`src/rtl/dis_params.svh`:
```
// Constants for the debounced input serializer: timing, widths, reset values
`ifndef DIS_PARAMS_SVH
`define DIS_PARAMS_SVH

// Channel count and stage widths
`define DIS_CH_NUM        8
`define DIS_CNT_W         12
`define DIS_DIV_W         8

// System clock rate in MHz (5 ns period)
`define DIS_SYS_CLK_MHZ   200

// Time base tick: 1 us, derived into system clock cycles
`define DIS_TICK_US       1
`define DIS_TICK_CYC      ((`DIS_TICK_US) * (`DIS_SYS_CLK_MHZ))

// Debounce intervals in ms, and as counts of time base ticks
`define DIS_DB_SHORT_MS   1
`define DIS_DB_LONG_MS    3
`define DIS_DB_SHORT_TICK ((`DIS_DB_SHORT_MS) * 1000 / (`DIS_TICK_US))
`define DIS_DB_LONG_TICK  ((`DIS_DB_LONG_MS) * 1000 / (`DIS_TICK_US))

// Reset values
`define DIS_SR_RST        8'hff
`define DIS_CLEAN_RST     8'h00
`define DIS_SYNC_IDLE     2'h3

`endif

```
`src/rtl/dis_pkg.sv`:
```
// Types shared by the debounced input serializer modules
package dis_pkg;

    // Filter interval decoded from the two select pins
    typedef enum logic [3:0] {
        DIS_FLT_LONG   = 4'h1,
        DIS_FLT_SHORT  = 4'h2,
        DIS_FLT_BYPASS = 4'h4,
        DIS_FLT_RSVD   = 4'h8
    } dis_flt_e;

    // Operating mode chosen by the capture strobe
    typedef enum logic [1:0] {
        DIS_MODE_CAPTURE = 2'h1,
        DIS_MODE_SHIFT   = 2'h2
    } dis_mode_e;

    typedef logic [7:0] dis_byte_t;

endpackage : dis_pkg

```
`src/rtl/dis_db_if.sv`:
```
// Link between the serializer core and its debounce filter bank
`timescale 1ns/100ps
interface dis_db_if;
    import dis_pkg::*;
    dis_byte_t raw;
    dis_byte_t clean;
    logic      tick;
    dis_flt_e  mode;

    modport core (output raw, output tick, output mode, input clean);
    modport filt (input raw, input tick, input mode, output clean);
endinterface : dis_db_if

```
`src/rtl/dis_serializer.sv`:
```
// Eight-channel debounced input serializer with chained serial readout
//
// Contract
// - Eight channels captured, shifted out serially.
// - New level accepted after full quiet interval.
// - Select pins pick 3 ms, 1 ms, bypass.
// - Bypass selection passes changes without delay.
// - Unconnected select pins read as high.
// - Strobe low copies filtered levels into register.
// - Strobe high blocks parallel levels from register.
// - Shift on serial clock rise, gate low.
// - Stages move toward output; first takes input.
// - With strobe high, gate high holds register regardless of clock.
// - After eight shifts output follows serial input.
// - First trip point drives flag low.
// - Second trip point floats all outputs.
// - Weak pulldown keeps floated flag low.
// - Strobe low captures, strobe high shifts.
`timescale 1ns/100ps
`include "dis_params.svh"
module dis_serializer
    import dis_pkg::*;
#(
    parameter int                    TICK_CYCLES = `DIS_TICK_CYC,
    parameter logic [`DIS_CNT_W-1:0] SHORT_TICKS = `DIS_CNT_W'(`DIS_DB_SHORT_TICK),
    parameter logic [`DIS_CNT_W-1:0] LONG_TICKS  = `DIS_CNT_W'(`DIS_DB_LONG_TICK)
)(
    input  wire logic       sys_clk,
    input  wire logic       rst_n,
    input  wire logic [7:0] field_channel_inputs,
    input  wire logic       filter_select0,
    input  wire logic       filter_select1,
    input  wire logic       capture_strobe_n,
    input  wire logic       clock_gate_n,
    input  wire logic       serial_clk,
    input  wire logic       chain_serial_in,
    input  wire logic       temp_trip1,
    input  wire logic       temp_trip2,
    output logic            chain_serial_out,
    output logic            chain_serial_out_oe_n,
    output logic            overtemp_flag_n,
    output logic            overtemp_flag_oe_n,
    output logic            overtemp_pulldown_en
);

    typedef struct packed {
        logic [1:0][7:0] fld_sy;
        logic [1:0]      sel0_sy;
        logic [1:0]      sel1_sy;
        logic [1:0]      cap_sy;
        logic [1:0]      ce_sy;
        logic [1:0]      sck_sy;
        logic [1:0]      sin_sy;
        logic [1:0]      t1_sy;
        logic [1:0]      t2_sy;
        logic            sck_d;
        dis_mode_e       mode;
        dis_flt_e        flt;
        dis_byte_t       sr;
        logic            sout;
        logic            sout_oe_n;
        logic            hot_n;
        logic            hot_oe_n;
        logic            pd_en;
    } dis_top_s;

    dis_top_s   q;
    dis_top_s   d;
    logic [1:0] rst_sy_r;
    logic       rst_int_n;
    logic       tick;
    logic       cap_n;
    logic       ce_n;
    logic       sin;
    logic       sck_rise;
    logic       shift_en;

    // Reset release through two flops; assertion stays asynchronous
    always_ff @(posedge sys_clk or negedge rst_n)
    begin
        if (!rst_n)
            rst_sy_r <= 2'h0;
        else
            rst_sy_r <= {rst_sy_r[0], 1'b1};
    end

    assign rst_int_n = rst_sy_r[1];

    // Time base for the filter counters
    dis_tick_gen #(
        .TICK_CYCLES (TICK_CYCLES)
    ) u_tick (
        .sys_clk (sys_clk),
        .rst_n   (rst_int_n),
        .tick    (tick)
    );

    dis_db_if u_db ();

    // Filters see only second-stage synchronised levels
    assign u_db.raw  = q.fld_sy[1];
    assign u_db.tick = tick;
    assign u_db.mode = q.flt;

    // eight channels filtered in one bank
    dis_filter #(
        .SHORT_TICKS (SHORT_TICKS),
        .LONG_TICKS  (LONG_TICKS)
    ) u_filt (
        .sys_clk (sys_clk),
        .rst_n   (rst_int_n),
        .db      (u_db.filt)
    );

    // Second synchroniser stages feed all logic below
    assign cap_n    = q.cap_sy[1];
    assign ce_n     = q.ce_sy[1];
    assign sin      = q.sin_sy[1];
    assign sck_rise = q.sck_sy[1] & ~q.sck_d;

    // shift needs rise, strobe high, gate low
    assign shift_en = sck_rise & cap_n & ~ce_n;

    // Next-state logic for the whole core
    always_comb
    begin
        d = q;

        // Two-flop synchronisers; the first stage feeds only the second
        d.fld_sy = {q.fld_sy[0], field_channel_inputs};
        d.sel0_sy = {q.sel0_sy[0], filter_select0};
        d.sel1_sy = {q.sel1_sy[0], filter_select1};
        d.cap_sy  = {q.cap_sy[0], capture_strobe_n};
        d.ce_sy  = {q.ce_sy[0], clock_gate_n};
        d.sck_sy = {q.sck_sy[0], serial_clk};
        d.sin_sy = {q.sin_sy[0], chain_serial_in};
        d.t1_sy  = {q.t1_sy[0], temp_trip1};
        d.t2_sy  = {q.t2_sy[0], temp_trip2};
        d.sck_d  = q.sck_sy[1];

        // pad pull-ups make open read as one
        case ({q.sel1_sy[1], q.sel0_sy[1]})
            2'h3:    d.flt = DIS_FLT_LONG;
            2'h2:    d.flt = DIS_FLT_SHORT;
            2'h1:    d.flt = DIS_FLT_BYPASS;
            default: d.flt = DIS_FLT_RSVD;
        endcase

        case (q.mode)
            DIS_MODE_CAPTURE:
            begin
                if (cap_n)
                    d.mode = DIS_MODE_SHIFT;
            end
            DIS_MODE_SHIFT:
            begin
                if (!cap_n)
                    d.mode = DIS_MODE_CAPTURE;
            end
            default: d.mode = DIS_MODE_SHIFT;
        endcase

        // strobe low copies, ignores clock and gate
        // channel i lands in stage i
        if (!cap_n)
            d.sr = u_db.clean;
        // shift toward output, serial input enters
        // input reaches output after eight shifts
        else if (shift_en)
            d.sr = {q.sr[6:0], sin};
        // gate high or no rise holds register
        else
            d.sr = q.sr;

        // output mirrors last stage at all times
        d.sout = d.sr[7];

        d.hot_n = ~q.t1_sy[1];

        d.sout_oe_n = q.t2_sy[1];
        d.hot_oe_n = q.t2_sy[1];
        d.pd_en    = q.t2_sy[1];
    end

    // Single state register; the outputs come straight from it
    always_ff @(posedge sys_clk or negedge rst_int_n)
    begin
        if (!rst_int_n)
        begin
            q         <= '0;
            q.mode    <= DIS_MODE_SHIFT;
            q.flt     <= DIS_FLT_LONG;
            // Syncs start at idle pin levels; zero would fake a load at release
            q.sel0_sy <= `DIS_SYNC_IDLE;
            q.sel1_sy <= `DIS_SYNC_IDLE;
            q.cap_sy  <= `DIS_SYNC_IDLE;
            q.ce_sy   <= `DIS_SYNC_IDLE;
            q.sin_sy  <= `DIS_SYNC_IDLE;
            q.sr      <= `DIS_SR_RST;
            q.sout    <= 1'b1;
            q.hot_n   <= 1'b1;
        end
        else
            q <= d;
    end

    assign chain_serial_out      = q.sout;
    assign chain_serial_out_oe_n = q.sout_oe_n;
    assign overtemp_flag_n       = q.hot_n;
    assign overtemp_flag_oe_n    = q.hot_oe_n;
    assign overtemp_pulldown_en  = q.pd_en;

    // Capture mode loads filtered levels
    load_copy_a: assert property (@(posedge sys_clk) disable iff (!rst_int_n)
        !cap_n |=> q.sr == $past(u_db.clean))
        else $error("register did not take filtered levels while strobe low");

    // Shift step moves each stage by one
    shift_step_a: assert property (@(posedge sys_clk) disable iff (!rst_int_n)
        shift_en |=> q.sr == {$past(q.sr[6:0]), $past(sin)})
        else $error("shift did not move stages toward output");

    // Shift enable tied to a rising serial clock
    shift_cause_a: assert property (@(posedge sys_clk) disable iff (!rst_int_n)
        cap_n && !ce_n && q.sck_sy[1] && !q.sck_d |=> q.sr == {$past(q.sr[6:0]), $past(sin)})
        else $error("gated rising edge did not shift register");

    // No parallel entry while strobe high
    no_load_a: assert property (@(posedge sys_clk) disable iff (!rst_int_n)
        cap_n && !shift_en |=> $stable(q.sr))
        else $error("register changed in shift mode without a shift");

    // Gate high freezes register over clock edges
    gate_hold_a: assert property (@(posedge sys_clk) disable iff (!rst_int_n)
        cap_n && ce_n ##1 cap_n && ce_n |=> $stable(q.sr))
        else $error("register moved while clock gate high");

    // Output tracks stage seven one cycle after a shift
    sout_track_a: assert property (@(posedge sys_clk) disable iff (!rst_int_n)
        shift_en |=> chain_serial_out == $past(q.sr[6]))
        else $error("serial output does not show last stage");

    // Flag low at first trip
    hot_flag_a: assert property (@(posedge sys_clk) disable iff (!rst_int_n)
        q.t1_sy[1] |=> !overtemp_flag_n)
        else $error("overtemperature flag not driven low");

    // Second trip floats outputs with pulldown on
    shutdown_a: assert property (@(posedge sys_clk) disable iff (!rst_int_n)
        q.t2_sy[1] |=> chain_serial_out_oe_n && overtemp_flag_oe_n && overtemp_pulldown_en)
        else $error("outputs not released at shutdown trip");

    // Mode follows strobe with one cycle lag
    mode_follow_a: assert property (@(posedge sys_clk) disable iff (!rst_int_n)
        !cap_n |=> q.mode == DIS_MODE_CAPTURE)
        else $error("capture mode not entered with strobe low");

    // Strobe high returns to shift mode
    mode_shift_a: assert property (@(posedge sys_clk) disable iff (!rst_int_n)
        cap_n |=> q.mode == DIS_MODE_SHIFT)
        else $error("shift mode not entered with strobe high");

    // Both selects high pick the long interval
    sel_long_a: assert property (@(posedge sys_clk) disable iff (!rst_int_n)
        q.sel1_sy[1] && q.sel0_sy[1] |=> q.flt == DIS_FLT_LONG)
        else $error("select decode missed long interval");

    // Select one high, select zero low pick the short interval
    sel_short_a: assert property (@(posedge sys_clk) disable iff (!rst_int_n)
        q.sel1_sy[1] && !q.sel0_sy[1] |=> q.flt == DIS_FLT_SHORT)
        else $error("select decode missed short interval");

    // Select one low, select zero high bypass the filter
    sel_bypass_a: assert property (@(posedge sys_clk) disable iff (!rst_int_n)
        !q.sel1_sy[1] && q.sel0_sy[1] |=> q.flt == DIS_FLT_BYPASS)
        else $error("select decode missed bypass");

    // First captured bit shows on the output right after a load
    load_out_a: assert property (@(posedge sys_clk) disable iff (!rst_int_n)
        !cap_n |=> chain_serial_out == $past(u_db.clean[7]))
        else $error("serial output missed channel seven after load");

    // No rising serial clock, no shift
    no_rise_hold_a: assert property (@(posedge sys_clk) disable iff (!rst_int_n)
        cap_n && !ce_n && !sck_rise |=> $stable(q.sr))
        else $error("register shifted without a serial clock rise");

    // Flag released once below the first trip
    flag_clear_a: assert property (@(posedge sys_clk) disable iff (!rst_int_n)
        !q.t1_sy[1] |=> overtemp_flag_n)
        else $error("overtemperature flag low without a trip");

    // Outputs stay driven below the second trip
    outputs_driven_a: assert property (@(posedge sys_clk) disable iff (!rst_int_n)
        !q.t2_sy[1] |=> !chain_serial_out_oe_n && !overtemp_flag_oe_n && !overtemp_pulldown_en)
        else $error("outputs released without shutdown trip");

endmodule : dis_serializer

```
`src/rtl/dis_tick_gen.sv`:
```
// Time base divider giving a one-cycle tick for the debounce counters
`timescale 1ns/100ps
`include "dis_params.svh"
module dis_tick_gen
    import dis_pkg::*;
#(
    parameter int TICK_CYCLES = `DIS_TICK_CYC
)(
    input  wire logic sys_clk,
    input  wire logic rst_n,
    output logic      tick
);

    typedef struct packed {
        logic [`DIS_DIV_W-1:0] cnt;
        logic                  tick;
    } dis_tick_s;

    dis_tick_s q;
    dis_tick_s d;

    // Wrap at TICK_CYCLES-1, pulse on the wrap
    always_comb
    begin
        d      = q;
        d.tick = 1'b0;
        if (q.cnt == `DIS_DIV_W'(TICK_CYCLES - 1))
        begin
            d.cnt  = '0;
            d.tick = 1'b1;
        end
        else
        begin
            d.cnt = q.cnt + `DIS_DIV_W'(1);
        end
    end

    always_ff @(posedge sys_clk or negedge rst_n)
    begin
        if (!rst_n)
            q <= '0;
        else
            q <= d;
    end

    assign tick = q.tick;

    tick_single_a: assert property (@(posedge sys_clk) disable iff (!rst_n)
        q.tick |=> !q.tick) else $error("time base tick lasted two cycles");

endmodule : dis_tick_gen

```
`src/rtl/dis_filter.sv`:
```
// Bank of eight debounce filters with a shared interval counter width
`timescale 1ns/100ps
`include "dis_params.svh"
module dis_filter
    import dis_pkg::*;
#(
    parameter logic [`DIS_CNT_W-1:0] SHORT_TICKS = `DIS_CNT_W'(`DIS_DB_SHORT_TICK),
    parameter logic [`DIS_CNT_W-1:0] LONG_TICKS  = `DIS_CNT_W'(`DIS_DB_LONG_TICK)
)(
    input  wire logic sys_clk,
    input  wire logic rst_n,
    dis_db_if.filt    db
);

    typedef struct packed {
        logic [`DIS_CH_NUM-1:0][`DIS_CNT_W-1:0] cnt;
        dis_byte_t                              clean;
    } dis_filt_s;

    dis_filt_s              q;
    dis_filt_s              d;
    logic [`DIS_CNT_W-1:0]  limit;

    // Terminal count for the selected interval
    // parameterised terminal counts
    always_comb
    begin
        limit = LONG_TICKS;
        if (db.mode == DIS_FLT_SHORT)
            limit = SHORT_TICKS;
    end

    // Per channel: restart on any change back, accept after a full quiet interval
    always_comb
    begin
        d = q;
        for (int i = 0; i < `DIS_CH_NUM; i++)
        begin
            if (db.raw[i] == q.clean[i])
                d.cnt[i] = '0;
            else if (db.mode == DIS_FLT_BYPASS)
            begin
                d.clean[i] = db.raw[i];
                d.cnt[i]   = '0;
            end
            // Reserved selection freezes the filtered levels
            else if (db.mode == DIS_FLT_RSVD)
                d.cnt[i] = '0;
            else if (db.tick)
            begin
                if (q.cnt[i] + `DIS_CNT_W'(1) >= limit)
                begin
                    d.clean[i] = db.raw[i];
                    d.cnt[i]   = '0;
                end
                else
                    d.cnt[i] = q.cnt[i] + `DIS_CNT_W'(1);
            end
        end
    end

    always_ff @(posedge sys_clk or negedge rst_n)
    begin
        if (!rst_n)
        begin
            q       <= '0;
            q.clean <= `DIS_CLEAN_RST;
        end
        else
            q <= d;
    end

    assign db.clean = q.clean;

    bypass_follow_a: assert property (@(posedge sys_clk) disable iff (!rst_n)
        db.mode == DIS_FLT_BYPASS |=> q.clean == $past(db.raw))
        else $error("bypass filter did not pass input through");

    // outside bypass, channel 0 changes only at terminal count
    filter_wait_a: assert property (@(posedge sys_clk) disable iff (!rst_n)
        ($past(db.mode) != DIS_FLT_BYPASS) && $changed(q.clean[0])
        |-> $past(db.tick) && ($past(q.cnt[0]) + `DIS_CNT_W'(1) >= $past(limit)))
        else $error("filtered level changed before interval elapsed");

endmodule : dis_filter

```
`config.mk`:
```
export PLATFORM = sky130hd
export DESIGN_NAME = dis_serializer
export DESIGN_NICKNAME = d
export VERILOG_FILES = /design/src/rtl/dis_pkg.sv /design/src/rtl/dis_db_if.sv /design/src/rtl/dis_serializer.sv /design/src/rtl/dis_tick_gen.sv /design/src/rtl/dis_filter.sv
export VERILOG_INCLUDE_DIRS = /design/src /design/src/rtl
export SDC_FILE = /design/constraint.sdc
export NUM_CORES = 1
export LEC_CHECK = 0
export ABC_CLOCK_PERIOD_IN_PS = 7000
export BUFFER_PORTS_ARGS = -buffer_cell sky130_fd_sc_hd__buf_2
export CORE_AREA = 2 2 137 139
export DETAILED_ROUTE_END_ITERATION = 16
export DIE_AREA = 0 0 139 141
export PLACE_DENSITY = 0.61
export SETUP_SLACK_MARGIN = 0.05
export SLEW_MARGIN = 20
export SYNTH_ARGS = -nofsm -noshare
export SYNTH_HDL_FRONTEND = slang
export SYNTH_SLANG_ARGS = --single-unit
```
`constraint.sdc`:
```
create_clock -name sys_clk -period 7 [get_ports sys_clk]
set_clock_uncertainty 0.05 [all_clocks]
set_input_delay 0.35 -clock sys_clk [delete_from_list [all_inputs] [get_ports sys_clk]]
set_output_delay 0.35 -clock sys_clk [all_outputs]
set_load 0.03 [all_outputs]
```
# == Yosys cells after proc, flatten, opt, wreduce, memory -nomap -nowiden ==
# Cells that the tools add are included.
# word_totals
register_bits,162
word_cells,186
# op_classes
add_sub_neg,9
n_lt_le_gt_ge,8
eq_ne,17
mux,78
n_bitwise,14
n_reduce_logical,25
# op_table
cell,n
two-way mux 12 bit,41
adder 12 x 1 -> 12 bit (second input constant),8
greater-or-equal comparator 12 bit,8
two-way mux 1 bit,33
AND reduction 4 bit,8
nonzero test 4 bit,8
two-way mux 8 bit,3
nonzero test 2 bit,9
case mux 4 bit (3 select lines),1
inverter 1 bit,11
adder 8 x 1 -> 8 bit (second input constant),1
== test 1 bit,8
== test 8 bit (second input constant),1
== test 2 bit (second input constant),2
== test 4 x 2 -> 1 bit (second input constant),1
== test 4 x 3 -> 1 bit (second input constant),1
== test 4 bit (second input constant),1
!= test 2 x 1 -> 1 bit (second input constant),2
bitwise AND 1 bit,3
== test 2 x 1 -> 1 bit (second input constant),1

# == Longest topological paths before layout ==
# logic_depth
depth_word,8
mapped_depth,15
ltp_nobuf,13

# == Modules after synthesis ==
# A second synthesis with hierarchy kept.
# unflattened
cells_unflattened,898
area_unflattened_um2,8821.0
# by_module_without_submodules
module,instances,cells_each,area_each_um2,seq_area_each_um2
dis_filter,1,770,6927.9,2602.5
dis_serializer,1,94,1477.7,1251.2
dis_tick_gen,1,34,415.4,225.2

# == Worst setup path before layout ==
# Ideal clock, no wire load.
# synth_timing
path_type,register -> register
start,register u_db.mode[3] (netlist name)
end,register u_filt.db.clean[3] (netlist name)
setup_time_ns,0.125
t_arrival_ns,2.991
setup_slack_ns,3.834
path_stages_with_launch,11
synth_period_minus_slack_ns,3.166
path_cell_list,dfrtp_1 -> or4b_2 -> inv_1 -> ha_1 -> nand2b_1 -> mux2i_1 -> o221ai_1 -> a211oi_1 -> o21a_1 -> o31ai_1 -> mux2_2
# synth_between
elab_chain_cells,5
# synth_rtl
element,line_no,text
== test 4 x 2 -> 1 bit,dis_filter.sv:29,if (db.mode == DIS_FLT_SHORT)
two-way mux 12 bit,dis_filter.sv:29,
greater-or-equal comparator 12 bit,dis_filter.sv:51,if (q.cnt[i] + `DIS_CNT_W'(1) >= limit)
nonzero test 2 bit (no line),--,
AND reduction 4 bit (no line),--,
# Parallel ways exist; a longest one is shown, timed or not.
# A chain may end at the register's enable or synchronous reset.

# == Worst setup path after layout ==
# layout_timing
start,register u_db.mode[3] (netlist name)
end,register u_filt.q[42] (netlist bit)
# layout_between
elab_chain_cells,8
# layout_rtl
element,line_no,text
== test 4 x 2 -> 1 bit,dis_filter.sv:29,
two-way mux 12 bit,dis_filter.sv:29,
greater-or-equal comparator 12 bit,dis_filter.sv:51,
two-way mux 12 bit,dis_filter.sv:51,
two-way mux 12 bit,dis_filter.sv:49,else if (db.tick)
two-way mux 12 bit,dis_filter.sv:47,else if (db.mode == DIS_FLT_RSVD)
two-way mux 12 bit,dis_filter.sv:41,else if (db.mode == DIS_FLT_BYPASS)
two-way mux 12 bit,dis_filter.sv:39,if (db.raw[i] == q.clean[i])
end: declaration,dis_filter.sv:20,dis_filt_s q;
# Parallel ways exist; a longest one is shown, timed or not. The select of a mux whose other input is x is not followed.

==> metrics.cfg <==
[cells_and_area]
fraction_of_layout_cells_with_a_size_suffix_above_1=0.1133
layout.nets=1000
antenna_cells=0
layout.core_utilization=0.5402
multiInputGateArea_sq_um=4532
register_area_sq_um=4083
area_growth_syn_to_layout_pct=11.30
layout.filler_cells=1651

[logic_synthesis]
average_cell_area_after_synthesis_sq_um=9.564
synth.area.mux_share=0.02964
part_of_the_yosys_area_used_for_sequential_elements=0.4601
ys_async_sr_fraction=1.000
synth-compound-area-share=0.1767
synthDistinctLibCells=72
synth-edff-count=0
synth_simple_gate_area_frac=0.2070
synth-seq-cells=162
synth-main-ff-cell=dfrtp_1
combinational_family_with_the_most_area_after_synthesis=simple AND/OR/NAND/NOR gates
yosysWarningCount=0
synthXorXnorAreaFrac=0.05038
synthAdderAreaFrac=0.04657
postSynthNetCount=978
post_synthesis_instance_area_sq_um=8866
synth_cells=927

[setup_path]
critical_path_peak_fanout=16
critical_path.endpoint_type=register
crit_required_ns=7.28
reg_to_reg_critical_path_endpoint=u_filt.q[42]
reg2reg_depth=8
max_stage_delay_ns=0.87
crit_path_start=u_db.mode[3]
r2r_setup_slack_ns=2.87
worstReg2RegStart=u_db.mode[3]
path_class=register to register
timing.critical_path.from_type=register
cp_data_arrival_time_ns=4.41
worst_path_max_delay_cell=or4b_2
crit_family=compound AO/OA/AOI/OAI gates
crit_chain=or4b_2 -> inv_1 -> ha_1 -> a211o_1 -> o211a_1 -> a211oi_2 -> o21ai_0 -> o211ai_1
path_buf_inv=1

[pwr]
total_leakage_power_nw=4.460
p_per_area_nw_per_um2=207.3
vdd_drop_max_mv=0.1709

[cts]
clockRootBuffer=clkbuf_16
htree_levels=4
tritoncts_clock_tree=done
worst_skew_pair.late_latency_ns=0.42
maximum_count_of_clock_buffers_along_a_single_path=2
clock_sinks=162
cts_inserted_buffers=17
ctsResizeCount=0
cts.clk_slew.worst_paths_ns=0.07

[global_routing]
grt_antenna_before_repair=0
global_route_wire_length_before_repair_mm=30.97
grt_start_max_net_pins=69
grtUsageTotal=0.1897
grt_pass1_vias=6416
globalRouteOverflowTotal=0

[sta]
final.setup.tns_ns=0
tightest_slew_ns=0.9210
post-route-period-util=0.5900
final_period_minus_worst_setup_slack_ns=4.130
drv_slew=0
max-slew-margin-rel=0.3849
finalSetupViolCount=0
fmaxAchievable_mhz=242.2
finalHoldViolations=0
grt_setup_unrepaired=false

[die]
die-height_um=141
placeableCoreArea_sq_um=18270
top_level_ports=23
floorplan.initialDensity=0.4853
rows=50
die_area_sq_um=19600
fp.dieW_um=139

[drt]
post_drt_wl_per_cell_um=14.87
viasPerCell=5.684
antenna_violating_nets_post_route=0
post-route-drc-count=0
routed-via-count=6798
initialDrtViolationCount=349
route.final.wire_length_mm=17.79
first_pass_iters=5

[outcome]
status=finished clean

[place]
dp_hpwl_mm=11.76
buffer_ports.inserted=22
place.gp.congestion=0.8043

[run]
max_cap_violations=0

[hold_path]
holdCritPathClass=primary input to async pin

state kept, by name (all words and copies together), names as in the netlist:
name / flops
u_db.mode: 4
q: 13
u_tick.tick: 1
cap_n: 1
ce_n: 1
rst_sy_r: 2
u_tick.q: 8
d: 18
u_filt.db.clean: 8
overtemp_flag_n: 1
u_db.raw: 8
overtemp_pulldown_en: 1
u_filt.q: 96
kinds of logic after synthesis:
logic type      count (synthesis)
other cells                     1
buf+inv                        57
compound gates                226
flops                         162
fa+ha+maj                      33
xor+xnor                       51
simple gates                  372
mux                            25
cell usage in the layout (no fill, tap or decap), drive strengths merged, types with 12 or more instances in the layout:
cell type | synthesis | layout
a21o | 22 | 22
a21oi | 43 | 43
a22o | 20 | 20
a31oi | 18 | 18
buf | 22 | 25
clkbuf | 17 | 18
dfrtp | 142 | 142
dfstp | 20 | 20
dlygate4sd3 | 0 | 17
ha | 33 | 33
inv | 18 | 28
mux2i | 15 | 15
nand2 | 127 | 127
nand2b | 12 | 12
nand3 | 51 | 51
nor2 | 64 | 64
nor3 | 22 | 22
o21ai | 46 | 46
xnor2 | 36 | 36
xor2 | 15 | 15
how the worst max path moves through the flow:
stage                               to  slack, ns  cells past startpoint
final                     u_filt.q[42]       2.87                      8
after global routing      u_filt.q[32]       2.67                      8
after CTS                 u_filt.q[32]       2.92                      8
after detailed placement  u_filt.q[38]       2.93                      8
after global placement    u_filt.q[42]       2.99                      8
after floorplan                   d[0]       2.14                      0
repair_timing:
action / CTS / global route
hold buffers: 17 / 0
setup buffers: 0 / 0
hold endpoints to repair: 18 / 0
per-stage QoR:
stage	worst slack, ns	instance area, sq um	power [mW]	cells	hold slack, ns
floorplan	2.137	8866	1.084	927	0.004409
global placement	2.990	9104	1.121	1147	0.08702
detailed placement	2.930	9104	1.123	1147	0.08695
CTS	2.923	9864	2.073	1196	0.1599
global route	2.672	9868	2.131	1196	0.1665
finish	2.870	9868	2.046	1196	0.1808
cells in the mapped netlist (all sizes together), types with 10 or more instances:
cell / n / area, sq um
a21o: 22 / 165.2
a21oi: 43 / 219.0
a22o: 20 / 175.2
a31oi: 18 / 112.6
and2: 10 / 62.56
and3: 10 / 62.56
and4: 10 / 87.58
buf: 22 / 126.4
clkbuf: 17 / 65.06
dfrtp: 142 / 3553
dfstp: 20 / 525.5
ha: 33 / 412.9
inv: 18 / 67.56
mux2: 10 / 112.6
mux2i: 15 / 150.1
nand2: 127 / 476.7
nand2b: 12 / 75.07
nand3: 51 / 260.3
nand4: 11 / 68.82
nor2: 64 / 240.2
nor3: 22 / 110.1
o211ai: 10 / 80.07
o21ai: 46 / 234.0
or3: 11 / 68.82
xnor2: 36 / 315.3
xor2: 15 / 131.4
power by group:
| part | switching, mW | total [mW] | internal (mW) |
|---|---|---|---|
| clock network | 0.424 | 0.935 | 0.511 |
| logic | 0.0799 | 0.120 | 0.0399 |
| registers | 0.0245 | 0.991 | 0.967 |
final cells by class:
class                           instances  area share
Clock buffer                           18     0.04349
Clock inverter                         14     0.01636
Inverter                               18    0.006847
Multi-Input combinational cell        708      0.4592
Sequential cell                       162      0.4137
Tap cell                              234     0.02967
Timing Repair Buffer                   42     0.03068
per-layer routing:
| layer | share of wire | track usage | vias to the layer above |
|---|---|---|---|
| met2 | 0.46 | 0.3005 | 89 |
| met1 | 0.50 | 0.2688 | 3276 |
| met3 | 0.028 | 0.03906 | 16 |
| met4 | 0.012 | 0.04838 | 0 |
| met5 | 0 | 0 | - |
| li1 | - | - | 3417 |
Note: power is estimated with default switching activity, not from simulation.
